File: src/sys_pin_pkg.sv
// Shared constants and carrier types for the system pin control block
`default_nettype none
package sys_pin_pkg;
    localparam int          PROG_CNT_WIDTH    = 16;
    localparam logic [15:0] PROG_CNT_RESET    = 16'h0000;
    localparam int          CLK_SEL_BIT       = 14;
    localparam int          BOOT_EN_BIT       = 3;
    localparam logic        CLK_SEL_RESET     = 1'b0;
    localparam int          PWM_PER_GROUP     = 8;
    localparam int          SYNC_STAGES       = 3;
    localparam int          WD_PULSE_NS       = 40;
    localparam int          CLK_PERIOD_NS     = 10;
    localparam int          WD_PULSE_CYCLES   = (WD_PULSE_NS + CLK_PERIOD_NS - 1) / CLK_PERIOD_NS;
    localparam logic [7:0]  WD_PULSE_CNT      = WD_PULSE_CYCLES[7:0];
    localparam logic [3:0]  PEND_RESET        = 4'h0;

    // Pending event bits: fault A, fault B, irq one, irq two
    typedef struct packed {
        logic fault_a;
        logic fault_b;
        logic irq_one;
        logic irq_two;
    } pend_t;

    typedef struct packed {
        logic [PWM_PER_GROUP-1:0] out;
        logic [PWM_PER_GROUP-1:0] oe;
    } pwm_pins_t;

    typedef enum logic [1:0] {
        RST_RUN,
        RST_HOLD,
        RST_WD_PULSE
    } rst_state_t;
endpackage : sys_pin_pkg
`default_nettype wire

File: src/pin_sync.sv
// Three-stage pin synchroniser with agreement filter
`default_nettype none
module pin_sync (
    input  wire logic mclk,
    input  wire logic rst,
    input  wire logic pin,
    output logic      level
);
    logic s1_q;
    logic s2_q;
    logic s3_q;

    // First stage feeds only the second
    always_ff @(posedge mclk) begin
        if (rst) begin
            s1_q <= 1'b1;
            s2_q <= 1'b1;
            s3_q <= 1'b1;
        end else begin
            s1_q <= pin;
            s2_q <= s1_q;
            s3_q <= s2_q;
        end
    end

    always_ff @(posedge mclk) begin
        if (rst) begin
            level <= 1'b1;
        end else if (s2_q == s3_q) begin
            level <= s3_q;
        end
    end
endmodule : pin_sync
`default_nettype wire

File: src/edge_pend.sv
// Edge detector with sticky pending flag
`default_nettype none
module edge_pend (
    input  wire logic mclk,
    input  wire logic rst,
    input  wire logic level,
    input  wire logic rise_sel,
    input  wire logic clear,
    output logic      hit,
    output logic      pend
);
    logic prev_q;

    // Tracks the level in reset too, so release gives no false edge
    always_ff @(posedge mclk) begin
        prev_q <= level;
    end

    assign hit = ~rst & (rise_sel ? (level & ~prev_q) : (~level & prev_q));

    // Set wins over a simultaneous clear
    always_ff @(posedge mclk) begin
        if (rst) begin
            pend <= 1'b0;
        end else if (hit) begin
            pend <= 1'b1;
        end else if (clear) begin
            pend <= 1'b0;
        end
    end
endmodule : edge_pend
`default_nettype wire

File: src/system_pin_control.sv
// System pin logic: reset, drive faults, external interrupts, clock out, flag pin
`default_nettype none
// Notes on behaviour
// - Reset pin low halts execution, counter zero
// - Reset release starts fetch at zero
// - Watchdog overflow pulses reset pin outward
// - Fault A floats group A PWM, interrupts
// - Fault B floats group B PWM, interrupts
// - Fault inputs act on falling edge only
// - External interrupts edge detect, polarity selectable
// - Irq two also ADC start or GPIO
// - Clock pin outputs CPU or watchdog clock
// - Clock pin is GPIO when not clocking
// - Boot enable sampled in reset, then flag
// - Output disable floats crystal driver
// - All GPIO inputs after any reset
module system_pin_control (
    input  wire logic                              mclk,
    input  wire logic                              rst,
    input  wire logic                              system_reset_pin_in,
    output logic                                   system_reset_pin_out,
    output logic                                   system_reset_pin_oe,
    input  wire logic                              watchdog_overflow,
    output logic                                   cpu_halt,
    output logic                                   program_counter_clear,
    output logic [sys_pin_pkg::PROG_CNT_WIDTH-1:0] program_counter_reset_value,
    input  wire logic                              drive_fault_in_a,
    input  wire logic                              drive_fault_in_b,
    input  wire sys_pin_pkg::pwm_pins_t            event_group_a_pwm,
    input  wire sys_pin_pkg::pwm_pins_t            event_group_b_pwm,
    output sys_pin_pkg::pwm_pins_t                 event_group_a_pins,
    output sys_pin_pkg::pwm_pins_t                 event_group_b_pins,
    input  wire logic                              fault_release_a,
    input  wire logic                              fault_release_b,
    input  wire logic                              ext_irq_one,
    input  wire logic                              ext_irq_two,
    input  wire logic                              irq_one_rise_sel,
    input  wire logic                              irq_two_rise_sel,
    input  wire logic                              irq_two_is_gpio,
    input  wire sys_pin_pkg::pend_t                pend_clear,
    output sys_pin_pkg::pend_t                     pend_flags,
    output logic                                   fault_irq,
    output logic                                   ext_irq,
    output logic                                   adc_conv_start_in,
    output logic                                   irq_two_gpio_level,
    input  wire logic [15:0]                       system_ctrl_status_reg,
    input  wire logic                              watchdog_clock,
    input  wire logic                              cpu_clock_out_gpio_mode,
    input  wire logic                              cpu_clock_out_gpio_dir_out,
    input  wire logic                              cpu_clock_out_gpio_wr_val,
    input  wire logic                              cpu_clock_out_gpio_wr,
    input  wire logic                              cpu_clock_out_in,
    output logic                                   cpu_clock_out,
    output logic                                   cpu_clock_out_oe,
    output logic                                   cpu_clock_out_gpio_level,
    input  wire logic                              boot_flag_in,
    output logic                                   boot_flag_out,
    output logic                                   boot_flag_oe,
    input  wire logic                              external_flag_set,
    output logic [15:0]                            system_ctrl_status_reg_two,
    input  wire logic                              output_disable_n,
    input  wire logic                              trst,
    input  wire logic                              emulator_io_zero,
    input  wire logic                              crystal_drive_in,
    output logic                                   crystal_drive_out,
    output logic                                   crystal_drive_oe
);
    sys_pin_pkg::rst_state_t state_q;
    logic [7:0]              wd_cnt_q;
    logic                    rpin_level;
    logic                    fa_level;
    logic                    fb_level;
    logic                    i1_level;
    logic                    i2_level;
    logic                    off_level;
    logic                    boot_level;
    logic                    ck_level;
    logic                    fault_a_hit;
    logic                    fault_b_hit;
    logic                    i1_hit;
    logic                    i2_hit;
    logic                    float_a_q;
    logic                    float_b_q;
    logic                    boot_en_q;
    logic                    flag_q;
    logic                    ck_gpio_out_q;
    logic                    ck_gpio_dir_q;
    logic                    in_reset;
    logic                    off_mode;

    pin_sync u_sync_rpin (.mclk(mclk), .rst(rst), .pin(system_reset_pin_in), .level(rpin_level));
    pin_sync u_sync_fa   (.mclk(mclk), .rst(rst), .pin(drive_fault_in_a),    .level(fa_level));
    pin_sync u_sync_fb   (.mclk(mclk), .rst(rst), .pin(drive_fault_in_b),    .level(fb_level));
    pin_sync u_sync_i1   (.mclk(mclk), .rst(rst), .pin(ext_irq_one),         .level(i1_level));
    pin_sync u_sync_i2   (.mclk(mclk), .rst(rst), .pin(ext_irq_two),         .level(i2_level));
    pin_sync u_sync_off  (.mclk(mclk), .rst(rst), .pin(output_disable_n),    .level(off_level));
    pin_sync u_sync_boot (.mclk(mclk), .rst(rst), .pin(boot_flag_in),        .level(boot_level));
    pin_sync u_sync_ck   (.mclk(mclk), .rst(rst), .pin(cpu_clock_out_in),    .level(ck_level));

    // Reset sequencing: pin hold or watchdog pulse
    always_ff @(posedge mclk) begin
        if (rst) begin
            state_q  <= sys_pin_pkg::RST_HOLD;
            // Filter starts high, so wait out its latency before trusting the pin
            wd_cnt_q <= 8'(sys_pin_pkg::SYNC_STAGES + 1);
        end else begin
            case (state_q)
                sys_pin_pkg::RST_RUN: begin
                    if (watchdog_overflow) begin
                        state_q  <= sys_pin_pkg::RST_WD_PULSE;
                        wd_cnt_q <= sys_pin_pkg::WD_PULSE_CNT;
                    end else if (!rpin_level) begin
                        state_q <= sys_pin_pkg::RST_HOLD;
                    end
                end
                sys_pin_pkg::RST_HOLD: begin
                    if (wd_cnt_q != 8'h00) begin
                        wd_cnt_q <= wd_cnt_q - 8'h01;
                    end else if (rpin_level) begin
                        state_q <= sys_pin_pkg::RST_RUN;
                    end
                end
                sys_pin_pkg::RST_WD_PULSE: begin
                    if (wd_cnt_q == 8'h01) begin
                        state_q <= sys_pin_pkg::RST_HOLD;
                    end
                    wd_cnt_q <= wd_cnt_q - 8'h01;
                end
                default: begin
                    state_q <= sys_pin_pkg::RST_HOLD;
                end
            endcase
        end
    end

    assign in_reset                    = (state_q != sys_pin_pkg::RST_RUN);
    assign cpu_halt                    = in_reset;
    assign program_counter_clear       = in_reset;
    assign program_counter_reset_value = sys_pin_pkg::PROG_CNT_RESET;
    // Open-drain style: only ever pulls the pin low
    assign system_reset_pin_out        = 1'b0;
    assign system_reset_pin_oe         = (state_q == sys_pin_pkg::RST_WD_PULSE);

    // Fault pins are falling-edge only, polarity fixed
    edge_pend u_fault_a (.mclk(mclk), .rst(rst | in_reset), .level(fa_level), .rise_sel(1'b0),
                         .clear(pend_clear.fault_a), .hit(fault_a_hit), .pend(pend_flags.fault_a));
    edge_pend u_fault_b (.mclk(mclk), .rst(rst | in_reset), .level(fb_level), .rise_sel(1'b0),
                         .clear(pend_clear.fault_b), .hit(fault_b_hit), .pend(pend_flags.fault_b));
    edge_pend u_irq_one (.mclk(mclk), .rst(rst | in_reset), .level(i1_level), .rise_sel(irq_one_rise_sel),
                         .clear(pend_clear.irq_one), .hit(i1_hit), .pend(pend_flags.irq_one));
    edge_pend u_irq_two (.mclk(mclk), .rst(rst | in_reset), .level(i2_level), .rise_sel(irq_two_rise_sel),
                         .clear(pend_clear.irq_two), .hit(i2_hit), .pend(pend_flags.irq_two));

    // Float holds until software releases it; a new edge wins
    always_ff @(posedge mclk) begin
        if (rst || in_reset) begin
            float_a_q <= 1'b0;
        end else if (fault_a_hit) begin
            float_a_q <= 1'b1;
        end else if (fault_release_a) begin
            float_a_q <= 1'b0;
        end
    end

    always_ff @(posedge mclk) begin
        if (rst || in_reset) begin
            float_b_q <= 1'b0;
        end else if (fault_b_hit) begin
            float_b_q <= 1'b1;
        end else if (fault_release_b) begin
            float_b_q <= 1'b0;
        end
    end

    // Output disable is qualified by the test-mode pins on the far side
    assign off_mode = ~off_level & ~trst & emulator_io_zero;

    always_comb begin
        event_group_a_pins.out = event_group_a_pwm.out;
        event_group_a_pins.oe  = (float_a_q | fault_a_hit | off_mode) ? '0 : event_group_a_pwm.oe;
        event_group_b_pins.out = event_group_b_pwm.out;
        event_group_b_pins.oe  = (float_b_q | fault_b_hit | off_mode) ? '0 : event_group_b_pwm.oe;
    end

    assign fault_irq          = pend_flags.fault_a | pend_flags.fault_b;
    assign ext_irq            = pend_flags.irq_one | (pend_flags.irq_two & ~irq_two_is_gpio);
    assign adc_conv_start_in  = i2_hit & ~irq_two_is_gpio;
    assign irq_two_gpio_level = i2_level;

    // Clock pin: glitches on select change are accepted, no clock gating cell here
    always_ff @(posedge mclk) begin
        if (rst || in_reset) begin
            ck_gpio_dir_q <= 1'b0;
            ck_gpio_out_q <= 1'b0;
        end else begin
            ck_gpio_dir_q <= cpu_clock_out_gpio_dir_out;
            if (cpu_clock_out_gpio_wr) begin
                ck_gpio_out_q <= cpu_clock_out_gpio_wr_val;
            end
        end
    end

    always_comb begin
        if (!cpu_clock_out_gpio_mode) begin
            cpu_clock_out    = system_ctrl_status_reg[sys_pin_pkg::CLK_SEL_BIT] ? watchdog_clock : mclk;
            cpu_clock_out_oe = ~off_mode;
        end else begin
            cpu_clock_out    = ck_gpio_out_q;
            cpu_clock_out_oe = ck_gpio_dir_q & ~off_mode;
        end
    end
    assign cpu_clock_out_gpio_level = ck_level;

    // Boot level caught while reset is held, flag driven afterward
    always_ff @(posedge mclk) begin
        if (rst) begin
            boot_en_q <= 1'b0;
        end else if (in_reset) begin
            boot_en_q <= boot_level;
        end
    end

    always_ff @(posedge mclk) begin
        if (rst || in_reset) begin
            flag_q <= 1'b0;
        end else begin
            flag_q <= external_flag_set;
        end
    end

    always_comb begin
        system_ctrl_status_reg_two                           = 16'h0000;
        system_ctrl_status_reg_two[sys_pin_pkg::BOOT_EN_BIT] = boot_en_q;
    end
    assign boot_flag_out = flag_q;
    assign boot_flag_oe  = ~in_reset & ~off_mode;

    assign crystal_drive_out = ~crystal_drive_in;
    assign crystal_drive_oe  = ~off_mode;
endmodule : system_pin_control
`default_nettype wire

File: config.mk
export PLATFORM = sky130hd
export DESIGN_NAME = system_pin_control
export DESIGN_NICKNAME = d
export VERILOG_FILES = /design/src/sys_pin_pkg.sv /design/src/pin_sync.sv /design/src/edge_pend.sv /design/src/system_pin_control.sv
export SDC_FILE = /design/constraint.sdc
export NUM_CORES = 1
export LEC_CHECK = 0
export BUFFER_PORTS_ARGS = -buffer_cell sky130_fd_sc_hd__buf_2
export CORE_ASPECT_RATIO = 0.5
export CORE_UTILIZATION = 39
export DETAILED_ROUTE_END_ITERATION = 16
export PLACE_DENSITY_LB_ADDON = 0.15
export SLEW_MARGIN = 20
export SYNTH_ARGS = -nofsm -noshare
export SYNTH_HDL_FRONTEND = slang
export SYNTH_SLANG_ARGS = --single-unit
File: constraint.sdc
create_clock -name mclk -period 2.2 [get_ports mclk]
set_clock_uncertainty 0.15 [all_clocks]
set_input_delay 0.44 -clock mclk [delete_from_list [all_inputs] [get_ports mclk]]
set_output_delay 0.44 -clock mclk [all_outputs]
set_load 0.05 [all_outputs]
==> results.md, run 1 <==
- Outcome: complete, but fails checks
- Failing checks: negative setup slack
- Top flop regs: wd_cnt_q (8), state_q (2)
- Overall global routing resource usage: 0.1514
- Post-route DRC: 0
- Starting Density: 0.4193
- PortBufs: 80
- Count of cell types in the netlist: 38
- Detailed placer's ending HPWL: 3762 um
- Worst EP required: 1.61 ns
- Die height: 60.11 um
- Endpoints failing setup: 16
- Leak Pwr: 1.583 nW
- Reg clk slew, reported paths: 0.07 ns
- Clock Latency Late Sink: 0.40 ns
- RSZ-0062 raised after global routing: true
- TNS Setup: -1.128 ns
- Cells after Synth: 296
- Die width: 118.2 um
- Vias in the first global route: 1897
- Post-Syn Area per Cell: 8.898 um2
- DRT Pass-1 Iters: 4
- Area Growth Syn to Fin: 30.55%
- Ant. Diodes: 0
- Layout cells sized above 1: 0.4453
- Startpoint Class: register
- Seq/Total Area, Yosys: 0.4257
- Routed vias: 2033
- Routed WL: 5138 um
- Largest net degree at the start of global routing: 48
- Class of the worst hold path: in -> reg
- Final Critical Period: 2.294 ns
- Die area: 7106 um2
- Commonest non-fill, non-tap cells in the layout: buf_2, dfxtp_1, conb_1
- CTS tree: yes
- Placed Area: 2979 um2
- Largest register by flop count: wd_cnt_q
- Worst Path Arrival: 1.70 ns
- Gpl congestion: 0.8332
- Syn. warnings: 0
- Drt initial violations: 73
- Critical Path Fanout Max: 8
- Placeable Area: 6281 um2
- Max reg flops: 8
- Fin area: 3438 um2
- Floorplan row count: 20
- Routed wire per std cell: 11.10 um
- Final hold viol count: 0
- Fin crit share: 1.043
- CP endpoint kind: primary output
- Netlist Area Pre-Place: 2634 um2
- Crit Path Category: reg -> out
- Primary FF master, synth: dfxtp_1
- Nets: 458
- Antenna violations before repair: 0
- Cell Pwr Density: 1004 nW/um2
- Post-synth EDFFs: 0
- Asr flop ratio synth: 0
- Via/cell ratio: 4.391
- Hold slack: 0.06261 ns
- Hold-fix buffers, CTS: 0
- Slew Viols, Final: 0
- Max-Cap Viols: 0
- Worst setup margin: -0.09440 ns
- I/O pin count: 160
- IR drop worst, VDD: 0.3917 mV
- ANT nets after route: 0
- Most common cell after layout, fill and taps aside: buf_2
- FMAX: 435.8 MHz
- First-pass GRT wire length: 8162 um
- Total grt overflow: 0
- #FFs+latches synth: 56
==> per-stage QoR <==
step                utilization  power, mW  setup slack (ns)  cells
detailed placement       0.4743      2.295          -0.03845    449
finish                   0.5474      3.452          -0.09440    463
CTS                      0.5408      3.459           -0.1104    462
floorplan                     -      2.117           0.04122    327
global placement         0.4743      2.276        -0.0006742    449
global route             0.5474      3.660           -0.2045    463
==> critical path, cell delays in order, from the launching register on <==
cell and delay, ns:
dfxtp_2 0.33, inv_2 0.05, ha_4 0.16, nand2b_4 0.10, nor2_4 0.05, nor3_4 0.24
and2_2 0.21, buf_6 0.15
==> where the power goes <==
group	internal (mW)	switching [mW]
clock	0.713	0.397
combinational	0.482	0.687
sequential	1.10	0.0710
total	2.30	1.16
==> path summary, 6_finish.rpt <==
check                   start                    end  slack (ns)  depth (start not counted)
max                state_q[0]  event_group_b_pins[2]       -0.09                          7
min          output_disable_n        u_sync_off.s1_q        0.06                          2
max reg2reg        state_q[0]            wd_cnt_q[7]        0.09                          8
min reg2reg   u_sync_fb.level       u_fault_b.prev_q        0.23                          0
==> timing repair <==
action                     CTS  global route
setup endpoints to repair   18            18
buffers inserted             3             2
gates resized for setup     58            12
pin swaps                    2            10
gates cloned                 0             0
==> area by class of cell <==
class                   instances  area (um2)
repair buffers                 97       678.2
flip-flops and latches         56        1125
inverters                      14       52.55
clock inverters                 2       38.79
well taps                      88       110.1
fillers                       570        2843
multi-input cells             197        1244
clock buffers                   9       190.2
==> cell families after synthesis <==
group	after synthesis	share of synthesized area
compound gates	50	0.1235
fa+ha+maj	7	0.03325
flops	56	0.4257
mux	3	0.01140
simple gates	105	0.2223
buf+inv	74	0.1824
other cells	1	0.001424
==> synth_stat cells, types with 3 or more instances <==
library cell / count / area share
and2_1: 18 / 0.043
dfxtp_1: 56 / 0.43
ha_1: 7 / 0.033
nand2_1: 11 / 0.016
nor3_1: 5 / 0.0095
nor3b_1: 3 / 0.0086
or2_2: 25 / 0.059
mux2i_1: 3 / 0.011
o21bai_1: 8 / 0.023
buf_4: 54 / 0.15
inv_1: 14 / 0.020
a21oi_1: 22 / 0.042
nor2_1: 21 / 0.030
nor2b_1: 3 / 0.0071
nand2b_1: 8 / 0.019
clkbuf_1: 6 / 0.0086
nand3_1: 3 / 0.0057
o21ai_0: 5 / 0.0095
==> metal layers <==
metal,wire length (um),up-vias,track usage
li1,-,1052,-
met2,2738,49,0.2798
met1,2027,925,0.1493
met3,283,7,0.05725
met4,89,0,0.09890
met5,0,-,0
Power figures use the tool's default switching activity.
==> run 2, diff against run 1 <==
--- a/config.mk
+++ b/config.mk
@@ -10,7 +10,9 @@
 export CORE_UTILIZATION = 39
 export DETAILED_ROUTE_END_ITERATION = 16
 export PLACE_DENSITY_LB_ADDON = 0.15
+export RECOVER_POWER = 50
 export SLEW_MARGIN = 20
 export SYNTH_ARGS = -nofsm -noshare
 export SYNTH_HDL_FRONTEND = slang
 export SYNTH_SLANG_ARGS = --single-unit
+export TNS_END_PERCENT = 50
==> constraint.sdc (replaced) <==
create_clock -name mclk -period 1.87 [get_ports mclk]
set_clock_uncertainty 0.15 [all_clocks]
set_input_delay 0.374 -clock mclk [delete_from_list [all_inputs] [get_ports mclk]]
set_output_delay 0.374 -clock mclk [all_outputs]
set_load 0.05 [all_outputs]
==> run 2 against run 1 <==
  * The run still ends with negative setup slack left
  * Final cell count rose by 3.5%
  * Critical path type unchanged
  * Count of clock-buffer cells in the layout is 2 higher
  * Core utilization grew 4.5 points
  * Sequential share of layout area shrank 2.5 points
==> results.md, run 2 (synthesized netlist as in run 1, its figures left out) <==
- Floorplan row count: 20
- Final Critical Period: 2.243 ns
- Chain of cells forming the critical path: inv_2 > ha_4 > nand2b_4 > nor2_4 > nor3_4 > buf_6 > and2_4 > buf_8
- Area Growth Syn to Fin: 41.24%
- Nets: 474
- Endpoint, Worst Hold: u_sync_ck.s1_q
- Max reg flops: 8
- Placeable Area: 6281 um2
- Gpl congestion: 0.8233
- Failing checks: negative setup slack
- Commonest non-fill, non-tap cells in the layout: buf_2, dfxtp_1, conb_1
- PortBufs: 80
- Worst setup margin: -0.3727 ns
- Post-route DRC: 0
- Die width: 118.2 um
- Routed wire per std cell: 11.78 um
- CTS tree: yes
- Cell depth of the worst hold path: 2
- Drt initial violations: 62
- Fin crit share: 1.199
- Ant. Diodes: 0
- Endpoints failing setup: 30
- Final hold viol count: 0
- Leak Pwr: 1.716 nW
- Max-Cap Viols: 0
- Overall global routing resource usage: 0.1641
- Crit path largest cell delay: 0.34 ns
- Most common cell after layout, fill and taps aside: buf_2
- IR drop worst, VDD: 0.6397 mV
- Reg clk slew, reported paths: 0.07 ns
- Routed WL: 5644 um
- ANT nets after route: 0
- R2R Path End: wd_cnt_q[1]
- DRT Pass-1 Iters: 4
- Post-Place Cells: 459
- Via/cell ratio: 4.434
- Slew @ Worst Pin: 0.7978 ns
- Class of the worst hold path: in -> reg
- Clock Latency Late Sink: 0.40 ns
- I/O pin count: 160
- Total power: 4.284 mW
- Outcome: complete, but fails checks
- Hold slack: 0.004500 ns
- CP endpoint kind: primary output
- Worst EP required: 1.35 ns
- Cell Pwr Density: 1152 nW/um2
- CP Buf/Inv Count: 3
- Flop2flop setup slack: -0.22 ns
- Total grt overflow: 0
- R2R depth: 9
- Crit Path Category: reg -> out
- First-pass GRT wire length: 9011 um
- Antenna violations before repair: 0
- HP Start: cpu_clock_out_in
- Layout cells sized above 1: 0.4808
- RSZ-0062 raised after global routing: true
- FMAX: 445.9 MHz
- Largest register by flop count: wd_cnt_q
- Placed Area: 3110 um2
- Detailed placer's ending HPWL: 3975 um
- Pre-CTS setup slack: -0.2354 ns
- Worst path slowest cell: dfxtp_2
- Critical Path Fanout Max: 5
- Routed vias: 2124
- Vias in the first global route: 2098
- Die height: 60.11 um
- Worst r2r src: state_q[0]
- Worst Path Arrival: 1.72 ns
- Starting Density: 0.4193
- Fin area: 3720 um2
- Startpoint Class: register
- Fin cells: 479
- Top flop regs: wd_cnt_q (8), state_q (2)
- Slew Viols, Final: 0
- CP top delay family: simple AND/OR/NAND/NOR gates
- Largest net degree at the start of global routing: 48
- Slew margin rel.: 0.4682
- Die area: 7106 um2
[run 2: worst max path at each step]
stage                           start                     to  slack, ns  cells after the start
after floorplan           wd_cnt_q[0]            wd_cnt_q[7]      -0.16                      6
after global placement           trst  event_group_b_pins[6]      -0.20                      5
after detailed placement         trst  event_group_a_pins[7]      -0.24                      5
after CTS                  state_q[0]  event_group_b_pins[7]      -0.38                      8
after global routing       state_q[0]  event_group_b_pins[4]      -0.44                      8
final                      state_q[0]  event_group_b_pins[4]      -0.37                      8
[run 2: per-layer routing]
metal,wire [um],global-route usage,vias to the layer above
met3,263,0.05439,17
met2,3086,0.3109,45
met5,0,0,-
met1,2207,0.1668,983
li1,-,-,1079
met4,87,0.08974,0
[run 2: what timing repair did]
action / 4_1_cts / 5_1_grt
pin swaps: 30 / 4
resized for setup: 88 / 4
hold buffers: 1 / 0
hold endpoints to repair: 1 / 0
buffers inserted: 7 / 1
setup endpoints to repair: 29 / 33
[run 2: metrics by stage]
step,TNS (ns),util
finish,-7.041,0.5922
floorplan,-0.4963,-
global route,-8.884,0.5922
global placement,-3.873,0.4952
detailed placement,-4.453,0.4952
CTS,-6.849,0.5873
[run 2: report_power, final]
part / internal [mW] / switching [mW]
sequential: 1.30 / 0.0743
clock: 0.793 / 0.475
combinational: 0.721 / 0.924
total: 2.81 / 1.47
[run 2: layout make-up]
class	count	area (um2)
Timing Repair Buffer	112	880.8
Inverter	14	55.05
Clock inverter	1	8.758
Clock buffer	11	219.0
Fill cell	564	2561
Tap cell	88	110.1
Multi-Input combinational cell	197	1321
Sequential cell	56	1125
